### config.mk
export PLATFORM = sky130hd
export DESIGN_NAME = sts_regs
export DESIGN_NICKNAME = d
export VERILOG_FILES = /design/src/pkg/sts_pkg.sv /design/src/rtl/sts_act_gate.sv /design/src/rtl/sts_cond_unit.sv /design/src/rtl/sts_regs.sv
export VERILOG_INCLUDE_DIRS = /design/src /design/src/pkg
export SDC_FILE = /design/constraint.sdc
export NUM_CORES = 1
export LEC_CHECK = 0
export BUFFER_PORTS_ARGS = -buffer_cell sky130_fd_sc_hd__buf_4
export CORE_MARGIN = 2
export CORE_UTILIZATION = 38
export CTS_BUF_LIST = sky130_fd_sc_hd__clkbuf_8
export CTS_CLUSTER_DIAMETER = 60
export DETAILED_ROUTE_END_ITERATION = 8
export PLACE_DENSITY = 0.91
export SLEW_MARGIN = 10
export SYNTH_ARGS = -nofsm -noshare
export SYNTH_HDL_FRONTEND = slang
export SYNTH_SLANG_ARGS = --single-unit
### constraint.sdc
create_clock -name clk -period 1.5 [get_ports clk]
set_input_delay 0.225 -clock clk [delete_from_list [all_inputs] [get_ports clk]]
set_output_delay 0.225 -clock clk [all_outputs]
set_load 0.01 [all_outputs]
### src/pkg/sts_map.svh
/*
 Bit positions, reset values and exception numbers of the status word
 and the two exception masks. Assumes inclusion by the package and rtl.
*/
`ifndef STS_MAP_SVH
`define STS_MAP_SVH

// ----------------------------------------------------------------
// Combined word layout
// ----------------------------------------------------------------
`define STS_N_BIT       31
`define STS_Z_BIT       30
`define STS_C_BIT       29
`define STS_V_BIT       28
`define STS_Q_BIT       27
`define STS_NZCVQ_HI    31
`define STS_NZCVQ_LO    27
`define STS_GE_HI       19
`define STS_GE_LO       16
`define STS_EXC_HI      8
`define STS_EXC_LO      0
`define STS_T_BIT       24
`define STS_CB_HI_HI    26
`define STS_CB_HI_LO    25
`define STS_CB_LO_HI    15
`define STS_CB_LO_LO    10

// ----------------------------------------------------------------
// Reset values and exception numbers
// ----------------------------------------------------------------
`define STS_WORD_RST    32'h0100_0000
`define STS_T_RST       1'h1
`define STS_EXC_RST     9'h000
`define STS_MASK_RST    1'h0
`define STS_EXC_THREAD  9'h000
`define STS_EXC_NMI     9'h002
`define STS_EXC_HARD    9'h003
`define STS_EXC_IRQ0    9'h010
`define STS_EXC_IRQMAX  9'h100

`endif

### src/pkg/sts_pkg.sv
/*
 Types shared by the status register file and its helpers.
 Assumes sts_map.svh sits on the include path.
*/
package sts_pkg;
  `include "sts_map.svh"

  // Register selectors of the special-register moves
  typedef enum logic [3:0] {
    SEL_COMBINED,
    SEL_FLAGS,
    SEL_EXCNUM,
    SEL_EXEC,
    SEL_EXEC_EXC,
    SEL_FLAGS_EXC,
    SEL_FLAGS_EXEC,
    SEL_FLAG_ONLY,
    SEL_PRIO_MASK,
    SEL_FAULT_MASK
  } sts_sel_t;

  // Special-register move request
  typedef struct packed {
    logic        req;
    logic        wr;
    sts_sel_t    sel;
    logic [31:0] wdata;
  } sts_mov_t;

  // Change-processor-state request
  typedef struct packed {
    logic valid;
    logic fault;
    logic set;
  } sts_chg_t;

  // Flag results from the execute stage
  typedef struct packed {
    logic       valid;
    logic [4:0] nzcvq;
    logic       ge_valid;
    logic [3:0] ge;
  } sts_alu_t;

  // Exception entry and return
  typedef struct packed {
    logic        entry;
    logic        vec_bit0;
    logic [8:0]  num;
    logic        ret;
    logic [8:0]  ret_num;
    logic [31:0] ret_word;
  } sts_exc_t;
endpackage

### src/rtl/sts_act_gate.sv
/*
 Activation gate of a pending exception under the two masks.
 Assumes the pending number and priority class come from the controller.
*/
`timescale 1ns/1ps
`include "sts_map.svh"
module sts_act_gate
  import sts_pkg::*;
(
  input  wire logic       pend,
  input  wire logic [8:0] pend_num,
  input  wire logic       pend_cfg,
  input  wire logic       prio_mask,
  input  wire logic       fault_mask,
  output logic            allow
);
  // Masks only block; zero means no effect
  always_comb begin
    allow = pend;
    if (prio_mask && pend_cfg) begin
      allow = 1'b0;
    end
    if (fault_mask && (pend_num != `STS_EXC_NMI)) begin
      allow = 1'b0;
    end
  end
endmodule

### src/rtl/sts_cond_unit.sv
/*
 Conditional-block and resumable-multiple state holder.
 Assumes one request kind per cycle from the core; clear wins otherwise.
*/
`timescale 1ns/1ps
module sts_cond_unit
  import sts_pkg::*;
(
  input  wire logic       clk,
  input  wire logic       rstn,
  input  wire logic       ce,
  input  wire logic       clr,
  input  wire logic       load,
  input  wire logic [7:0] load_val,
  input  wire logic       step,
  input  wire logic       save,
  input  wire logic [3:0] save_reg,
  output logic [7:0]      state
);
  logic [7:0] state_r;
  logic [7:0] state_nxt;

  // ----------------------------------------------------------------
  // Next state
  // ----------------------------------------------------------------
  always_comb begin
    state_nxt = state_r;
    if (clr) begin
      state_nxt = 8'h00;
    end else if (load) begin
      state_nxt = load_val;
    end else if (save) begin
      state_nxt = {save_reg, 4'h0};
    end else if (step) begin
      // Block ends after its last slot; at most four slots
      if (state_r[2:0] == 3'h0) begin
        state_nxt = 8'h00;
      end else begin
        state_nxt = {state_r[7:5], state_r[3:0], 1'b0};
      end
    end
  end

  // Register
  always_ff @(posedge clk or negedge rstn) begin
    if (!rstn) begin
      state_r <= 8'h00;
    end else if (ce) begin
      state_r <= state_nxt;
    end
  end

  assign state = state_r;
endmodule

### src/rtl/sts_regs.sv
/*
 Core status word, its three views and the two exception masks.
 Assumes same-clock requests from decode, execute and the exception
 controller; all inputs are already synchronous to clk.
*/
`timescale 1ns/1ps
`include "sts_map.svh"
module sts_regs
  import sts_pkg::*;
(
  input  wire logic        clk,
  input  wire logic        rstn,
  input  wire logic        ce,
  input  wire sts_mov_t    mov,
  output logic [31:0]      mov_rdata,
  output logic             mov_rvalid,
  input  wire sts_chg_t    chg,
  input  wire sts_alu_t    alu,
  input  wire sts_exc_t    exc,
  input  wire logic        rv_valid,
  input  wire logic        rv_bit0,
  input  wire logic        xchg_valid,
  input  wire logic        xchg_bit0,
  input  wire logic        cb_load,
  input  wire logic [7:0]  cb_val,
  input  wire logic        cb_step,
  input  wire logic        multi_save,
  input  wire logic [3:0]  multi_reg,
  input  wire logic        multi_done,
  input  wire logic        exec_try,
  input  wire logic        pend,
  input  wire logic [8:0]  pend_num,
  input  wire logic        pend_cfg,
  output logic             pend_allow,
  output logic [31:0]      status_word,
  output logic             prio_mask,
  output logic             fault_mask,
  output logic [3:0]       cond_code,
  output logic             cond_active,
  output logic             multi_active,
  output logic [3:0]       multi_next_reg,
  output logic             tstate_fault
);

  // ----------------------------------------------------------------
  // Helper functions
  // ----------------------------------------------------------------

  // Build the word from its fields; zeros elsewhere
  function automatic logic [31:0] pack_word(
    input logic [4:0] nzcvq,
    input logic [3:0] ge,
    input logic [8:0] num,
    input logic       tb,
    input logic [7:0] cb
  );
    logic [31:0] w;
    w = 32'h0000_0000;
    w[`STS_NZCVQ_HI:`STS_NZCVQ_LO] = nzcvq;
    w[`STS_GE_HI:`STS_GE_LO]       = ge;
    w[`STS_EXC_HI:`STS_EXC_LO]     = num;
    w[`STS_T_BIT]                  = tb;
    w[`STS_CB_HI_HI:`STS_CB_HI_LO] = cb[1:0];
    w[`STS_CB_LO_HI:`STS_CB_LO_LO] = cb[7:2];
    return w;
  endfunction

  // Block state out of a stacked word
  function automatic logic [7:0] cb_of(input logic [31:0] w);
    return {w[`STS_CB_LO_HI:`STS_CB_LO_LO],
            w[`STS_CB_HI_HI:`STS_CB_HI_LO]};
  endfunction

  // Selector includes the flags view
  function automatic logic has_flags(input sts_sel_t s);
    return (s == SEL_COMBINED) || (s == SEL_FLAGS) ||
           (s == SEL_FLAGS_EXC) || (s == SEL_FLAGS_EXEC) ||
           (s == SEL_FLAG_ONLY);
  endfunction

  // Selector includes the exception-number view
  function automatic logic has_exc(input sts_sel_t s);
    return (s == SEL_COMBINED) || (s == SEL_EXCNUM) ||
           (s == SEL_EXEC_EXC) || (s == SEL_FLAGS_EXC);
  endfunction

  // ----------------------------------------------------------------
  // State
  // ----------------------------------------------------------------
  logic [4:0]  nzcvq_r;
  logic [4:0]  nzcvq_nxt;
  logic [3:0]  ge_r;
  logic [3:0]  ge_nxt;
  logic [8:0]  exc_r;
  logic [8:0]  exc_nxt;
  logic        tbit_r;
  logic        tbit_nxt;
  logic        pmask_r;
  logic        pmask_nxt;
  logic        fmask_r;
  logic        fmask_nxt;
  logic [31:0] rdata_r;
  logic [31:0] rdata_nxt;
  logic        rvalid_r;
  logic        rvalid_nxt;
  logic        tflt_r;
  logic        tflt_nxt;
  logic [7:0]  cb_state;
  logic        mov_wr;
  logic        cb_clr;
  logic        cb_ld;
  logic [7:0]  cb_ld_val;

  assign mov_wr = mov.req && mov.wr;

  // ----------------------------------------------------------------
  // Condition flags
  // ----------------------------------------------------------------

  // Return restore, then move write, then execute results
  always_comb begin
    nzcvq_nxt = nzcvq_r;
    ge_nxt    = ge_r;
    if (exc.ret) begin
      nzcvq_nxt = exc.ret_word[`STS_NZCVQ_HI:`STS_NZCVQ_LO];
      ge_nxt    = exc.ret_word[`STS_GE_HI:`STS_GE_LO];
    end else if (mov_wr && has_flags(mov.sel)) begin
      nzcvq_nxt = mov.wdata[`STS_NZCVQ_HI:`STS_NZCVQ_LO];
      if (mov.sel != SEL_FLAG_ONLY) begin
        ge_nxt = mov.wdata[`STS_GE_HI:`STS_GE_LO];
      end
    end else begin
      if (alu.valid) begin
        nzcvq_nxt = alu.nzcvq;
      end
      if (alu.ge_valid) begin
        ge_nxt = alu.ge;
      end
    end
  end

  // Flags register
  always_ff @(posedge clk or negedge rstn) begin
    if (!rstn) begin
      nzcvq_r <= 5'h00;
      ge_r    <= 4'h0;
    end else if (ce) begin
      nzcvq_r <= nzcvq_nxt;
      ge_r    <= ge_nxt;
    end
  end

  // ----------------------------------------------------------------
  // Active exception number
  // ----------------------------------------------------------------

  // Only the exception controller moves it; moves never do
  always_comb begin
    exc_nxt = exc_r;
    if (exc.entry) begin
      exc_nxt = exc.num;
    end else if (exc.ret) begin
      exc_nxt = exc.ret_num;
    end
  end

  // Number register
  always_ff @(posedge clk or negedge rstn) begin
    if (!rstn) begin
      exc_r <= `STS_EXC_RST;
    end else if (ce) begin
      exc_r <= exc_nxt;
    end
  end

  // ----------------------------------------------------------------
  // Execution state
  // ----------------------------------------------------------------

  // Set-state bit follows vectors, exchanges and returns only
  always_comb begin
    tbit_nxt = tbit_r;
    tflt_nxt = 1'b0;
    if (rv_valid) begin
      tbit_nxt = rv_bit0;
    end else if (exc.entry) begin
      tbit_nxt = exc.vec_bit0;
    end else if (exc.ret) begin
      tbit_nxt = exc.ret_word[`STS_T_BIT];
    end else if (xchg_valid) begin
      tbit_nxt = xchg_bit0;
    end
    if (exec_try && !tbit_r) begin
      tflt_nxt = 1'b1;
    end
  end

  // Set-state register
  always_ff @(posedge clk or negedge rstn) begin
    if (!rstn) begin
      tbit_r <= `STS_T_RST;
      tflt_r <= 1'b0;
    end else if (ce) begin
      tbit_r <= tbit_nxt;
      tflt_r <= tflt_nxt;
    end
  end

  // Block state: entry clears, return restores, decode loads
  assign cb_clr    = exc.entry || rv_valid || multi_done;
  assign cb_ld     = exc.ret || cb_load;
  assign cb_ld_val = exc.ret ? cb_of(exc.ret_word) : cb_val;

  // Conditional and resumable state holder
  sts_cond_unit u_cond (
    .clk      (clk),
    .rstn     (rstn),
    .ce       (ce),
    .clr      (cb_clr),
    .load     (cb_ld),
    .load_val (cb_ld_val),
    .step     (cb_step),
    .save     (multi_save),
    .save_reg (multi_reg),
    .state    (cb_state)
  );

  // ----------------------------------------------------------------
  // Exception masks
  // ----------------------------------------------------------------

  // Leaving a non-NMI handler clears the fault mask over a same-cycle write
  always_comb begin
    pmask_nxt = pmask_r;
    fmask_nxt = fmask_r;
    // Move writes keep bit 0 only; upper bits are dropped
    if (mov_wr && (mov.sel == SEL_PRIO_MASK)) begin
      pmask_nxt = mov.wdata[0];
    end
    if (mov_wr && (mov.sel == SEL_FAULT_MASK)) begin
      fmask_nxt = mov.wdata[0];
    end
    if (chg.valid) begin
      if (chg.fault) begin
        fmask_nxt = chg.set;
      end else begin
        pmask_nxt = chg.set;
      end
    end
    if (exc.ret && (exc_r != `STS_EXC_NMI)) begin
      fmask_nxt = 1'b0;
    end
  end

  // Mask register
  always_ff @(posedge clk or negedge rstn) begin
    if (!rstn) begin
      pmask_r <= `STS_MASK_RST;
      fmask_r <= `STS_MASK_RST;
    end else if (ce) begin
      pmask_r <= pmask_nxt;
      fmask_r <= fmask_nxt;
    end
  end

  // Activation gate for the pending exception
  sts_act_gate u_gate (
    .pend       (pend),
    .pend_num   (pend_num),
    .pend_cfg   (pend_cfg),
    .prio_mask  (pmask_r),
    .fault_mask (fmask_r),
    .allow      (pend_allow)
  );

  // ----------------------------------------------------------------
  // Move read port
  // ----------------------------------------------------------------

  // Views masked per selector; execution bits always zero
  always_comb begin
    rdata_nxt  = rdata_r;
    rvalid_nxt = mov.req && !mov.wr;
    if (mov.req && !mov.wr) begin
      // Mask reads show bit 0 only
      if (mov.sel == SEL_PRIO_MASK) begin
        rdata_nxt = {31'h0, pmask_r};
      end else if (mov.sel == SEL_FAULT_MASK) begin
        rdata_nxt = {31'h0, fmask_r};
      end else begin
        rdata_nxt = pack_word(
          has_flags(mov.sel) ? nzcvq_r : 5'h00,
          has_flags(mov.sel) ? ge_r : 4'h0,
          has_exc(mov.sel) ? exc_r : 9'h000,
          1'b0,
          8'h00);
      end
    end
  end

  // Read data register
  always_ff @(posedge clk or negedge rstn) begin
    if (!rstn) begin
      rdata_r  <= 32'h0000_0000;
      rvalid_r <= 1'b0;
    end else if (ce) begin
      rdata_r  <= rdata_nxt;
      rvalid_r <= rvalid_nxt;
    end
  end

  // ----------------------------------------------------------------
  // Outputs
  // ----------------------------------------------------------------
  assign mov_rdata      = rdata_r;
  assign mov_rvalid     = rvalid_r;
  assign status_word    = pack_word(nzcvq_r, ge_r, exc_r,
                                    tbit_r, cb_state);
  assign prio_mask      = pmask_r;
  assign fault_mask     = fmask_r;
  assign cond_active    = cb_state[3:0] != 4'h0;
  assign cond_code      = cb_state[7:4];
  assign multi_active   = (cb_state[3:0] == 4'h0) &&
                          (cb_state[7:4] != 4'h0);
  assign multi_next_reg = cb_state[7:4];
  assign tstate_fault   = tflt_r;
endmodule

* Word-level counts from Yosys, hierarchy flattened
Cells that the tools add are included.
** Operators by class
- Equal/unequal tests :: 12
- Muxes and demuxes :: 34
- Reduce and logical (&&, ||, !) cells :: 40
** Operators with widths (number)
- $mux W32 :: 2
- $mux W8 :: 6
- $mux W9 :: 3
- $mux W4 :: 5
- $mux W5 :: 4
- $reduce_bool A4 Y1 :: 5
- $ne A9 B2 Y1 const B :: 2
- $eq A4 B3 Y1 const B :: 4
- $mux W1 :: 14
- $logic_and A1 B1 Y1 :: 10
- $logic_or A1 B1 Y1 :: 10
- $reduce_and A2 Y1 :: 5
- $eq A4 B4 Y1 const B :: 2
- $logic_not A4 Y1 :: 2
- $reduce_and A3 Y1 :: 2
- $reduce_bool A3 Y1 :: 2
- $eq A4 B1 Y1 const B :: 1
- $eq A4 B2 Y1 const B :: 1
- $ne A4 B3 Y1 const B :: 1
- $logic_not A3 Y1 :: 1
- $ne A3 B2 Y1 const B :: 1
- $logic_not A1 Y1 :: 2
- $reduce_bool A2 Y1 :: 1
** Storage, ports and cells
- Register bits :: 63
- Input bits :: 140
- Output and inout port bits :: 79
- Logic and storage cells :: 97

* Longest topological paths before layout
- Word-level depth :: 8
- Depth in mapped cells :: 7
- Gate-level depth less buffers :: 4

* By module
Synthesis repeated with hierarchy kept, for this count alone.
** Unflattened totals
- Cell total of the unflattened synthesis :: 291
- Area total of the unflattened synthesis :: 2872.8 um^2
** Modules (own cells, without submodules)
- sts_regs :: times used 1, cells an instance 237, area an instance 2378.5 um^2, sequential area each 1027.2 um^2
- sts_cond_unit :: times used 1, cells an instance 47, area an instance 452.9 um^2, sequential area each 200.2 um^2
- sts_act_gate :: times used 1, cells an instance 7, area an instance 41.3 um^2, sequential area each 0.0 um^2

* Worst setup path after synthesis
No wires, ideal clock.
- Path kind :: register to register
- From :: register exc_r[3]
- To :: register fmask_r, in the netlist fault_mask
- Setup time :: 0.122 ns
- Arrival time :: 1.588 ns
- Data required time :: 1.378 ns
- Slack :: -0.210 ns
- Stages on the path, launching flop included :: 5
- Buffers on the path :: 0
- Period minus slack after synthesis :: 1.710 ns
- Cell sequence :: dfrtp_1 or4b_1 o41ai_2 a21oi_1 a2111oi_1
** Between the ends
- Cells in the longest elaborated chain, start to end :: 3
** RTL lines
- start: declaration :: RTL line sts_regs.sv:94 : logic [8:0] exc_r;
- start signal: assignment :: RTL line sts_regs.sv:170 : exc_r <= `STS_EXC_RST;
- start signal: assignment :: RTL line sts_regs.sv:172 : exc_r <= exc_nxt;
- $ne A9 B2 Y1 (no source line)
- $logic_and A1 B1 Y1 :: RTL line sts_regs.sv:250 : if (exc.ret && (exc_r != `STS_EXC_NMI)) begin
- $mux W1 :: RTL line sts_regs.sv:250
- end signal: assignment :: RTL line sts_regs.sv:259 : fmask_r <= `STS_MASK_RST;
- end signal: assignment :: RTL line sts_regs.sv:262 : fmask_r <= fmask_nxt;
- end: declaration :: RTL line sts_regs.sv:100 : logic fmask_r;
No other way between the ends.
A chain may end at the register's enable or synchronous reset.

* Final worst setup path
- From :: register u_cond.state_r[2], in the netlist u_cond.state[2]
- To :: output multi_active
** Between the ends
- Cells in the longest elaborated chain, start to end :: 2
** RTL lines
- start: declaration :: RTL line sts_cond_unit.sv:20 : logic [7:0] state_r;
- start signal: assignment :: RTL line sts_cond_unit.sv:49 : state_r <= state_nxt;
- $logic_not A4 Y1 :: RTL line sts_regs.sv:323 : assign multi_active = (cb_state[3:0] == 4'h0) &&
- $logic_and A1 B1 Y1 :: RTL line sts_regs.sv:323
- end: declaration :: RTL line sts_regs.sv:40 : output logic multi_active,
No other way between the ends.

==> results.ini <==
[outcome]
outcome = finished, violations left
violations = negative setup slack

[routing]
initialDrtViolationCount = 109
drc = 0
via_per_inst = 5.05
firstDrtPassIters = 4
wire_per_inst_um = 15.2
vias = 2952
postRouteAntennaNets = 0
routed_wl_mm = 8.89

[die]
die-area_sq_um = 8540
fp.dieW_um = 92.4
core_sq_um = 7650
num_io_pins = 219
start_util = 0.388
rows = 32
fp.dieH_um = 92.4

[logic_synthesis]
ys.flop_type = dfrtp_1
synth_area_sq_um = 2970
synth_edf_count = 0
ys_seq_area_frac = 0.413
synth_cells = 297
yosys_warnings = 0
async_flop_share = 1.00
syn-mean-instance-area_sq_um = 10.0
ys_ff_latch = 49
synth_cell_types = 56

[sta]
hold_slack_ns = 0.170
fmax_mhz = 565
max_slew_margin = 0.579
period_share = 1.18
finalWorstSetupSlack_ns = -0.271
slew_violations = 0
worst_clock_skew_ns = 0.0130
hold_viol = 0
period_needed_ns = 1.77
rsz0062_at_grt = true
worst_slew_pin_slew_ns = 0.628
setup_viol_count_final = 6

[clock_tree]
cts_max_level = 2
tritoncts = yes
insertion_delay_ns = 0.30
cts_buffers = 5
cts_buffer_depth = 2
cts-root-buf = clkbuf_8
path_clk_slew_ns = 0.10
cts.sinks = 49

[grt]
antenna_found_initial = 0
grt_first_pass_wirelength_mm = 14.0
gr-total-overflow = 0
grt_max_degree = 50
grt_usage = 0.205
grt_pass1_vias = 2920

[pwr]
power_switching_share = 0.283
p_sw_mw = 1.04
ir_drop_v = 0.000373
p_per_area_nw_per_um2 = 807
p_int_mw = 2.64
combPwrFrac = 0.310
power_mw = 3.68
power.leakage_nw = 2.27
power.share.clock = 0.262
seqPwrFrac = 0.427

[worst_setup_path]
r2r_start = exc_r[0]
cp.arrival_ns = 1.55
r2r_end = fault_mask
endpoint_kind = primary output
crit_type = reg -> out
rr_worst_depth = 4
cp.required_ns = 1.27
worstSetupStartpointType = flop
critPathMaxFanout = 2
r2r_slack_ns = -0.10

[final_layout]
stdcell_area_sq_um = 4560
fillCellCount = 661
diodes = 0
final_common_cell = buf_4
syn_to_final_growth_pct = 53.5
final_cell_mix = buf_4, dfrtp_1, nand2_1, o21ai_0, conb_1
drive_above_1_share = 0.492
layout.nets = 621

[hold_path]
hold_depth = 3
min-delay-start = exec_try
hold_class = in -> reg
whs_endpoint = tstate_fault

[placed_design]
io_buffers = 163
dpl_cell_area_sq_um = 4380
place_ws_ns = -0.168
dp_hpwl_mm = 7.21
place_congestion = 0.836

[flow_run]
cap_violations = 0

per-layer routing:
layer / track usage / share of wire
met3: 0.0366 / 0.063
met2: 0.382 / 0.53
met5: 0 / 0
met1: 0.237 / 0.39
met4: 0.0622 / 0.016
repair_timing:
action	in CTS	in global routing
endpoints found under the setup margin	6	6
endpoints found under the hold margin	48	0
cloned	0	0
pin swaps	0	2
hold buffers	1	0
resized for setup	3	5
setup buffers	2	0
power by group through the flow:
stage | clock network [mW] | logic (mW) | registers (mW)
2_1_floorplan | 0 | 0.435 | 1.65
3_3_place_gp | 0 | 1.09 | 1.59
3_5_place_dp | 0 | 1.12 | 1.60
4_1_cts | 0.996 | 1.14 | 1.57
5_1_grt | 1.06 | 1.24 | 1.59
6_report | 0.964 | 1.14 | 1.57
synthesized netlist by cell type, types with 3 or more instances:
library cell / instances / area, sq um
a211oi_2: 4 / 50.1
a21oi_1: 8 / 40.0
a221oi_1: 4 / 35.0
a22o_1: 16 / 140
a31oi_1: 6 / 37.5
buf_1: 3 / 11.3
buf_4: 30 / 225
buf_6: 5 / 56.3
clkbuf_1: 6 / 22.5
dfrtp_1: 48 / 1200
inv_1: 11 / 41.3
mux2i_1: 16 / 160
nand2_1: 25 / 93.8
nand3_1: 8 / 40.0
nand3b_1: 3 / 22.5
nor2_1: 7 / 26.3
nor2b_1: 12 / 75.1
o211ai_1: 5 / 37.5
o21ai_0: 25 / 125
o31ai_1: 7 / 52.6
o41ai_1: 5 / 43.8
or3_1: 3 / 18.8
critical path: stages, from the launching register on:
cell     delay [ns]
dfrtp_1        0.40
or3_4          0.39
or2_4          0.27
nor2_4         0.08
buf_6          0.10
worst max path at each step:
stage	from	endpoint	slack, ns	cells after the start
detailed placement	exc_r[0]	fault_mask	-0.17	4
global route	u_cond.state[2]	multi_active	-0.32	4
CTS	u_cond.state[0]	multi_active	-0.27	4
finish	u_cond.state[2]	multi_active	-0.27	4
global placement	exc_r[0]	fault_mask	-0.13	4
floorplan	exc_r[0]	fault_mask	-0.07	4
final cells by class:
class	instances	area (sq um)	share of cell area
clock inverters	2	33.8	0.00741
well taps	102	128	0.0280
multi-input cells	209	1490	0.327
inverters	11	41.3	0.00906
clock buffers	6	82.6	0.0181
repair buffers	205	1560	0.342
flip-flops and latches	49	1230	0.269
registers in the layout, summed over array words and instances, names as in the netlist, 4 cells and up:
register / count
u_cond.state: 8
mov_rdata: 18
ge_r: 4
exc_r: 9
nzcvq_r: 5
through the flow:
stage	utilization	std cells	TNS (ns)
after floorplan	-	315	-0.0746
after global placement	0.572	573	-1.14
after detailed placement	0.572	573	-2.43
after CTS	0.592	584	-1.05
after global routing	0.596	584	-1.14
final	0.596	584	-0.712
kinds of logic after synthesis:
| logic type | Yosys count | synth area share |
|---|---|---|
| AO/OA/AOI/OAI | 98 | 0.265 |
| multiplexers | 16 | 0.0539 |
| other | 1 | 0.00126 |
| flip-flops | 49 | 0.413 |
| AND/OR/NAND/NOR | 76 | 0.143 |
| buffers and inverters | 57 | 0.123 |
No activity file was read; power rests on OpenSTA's default activity.
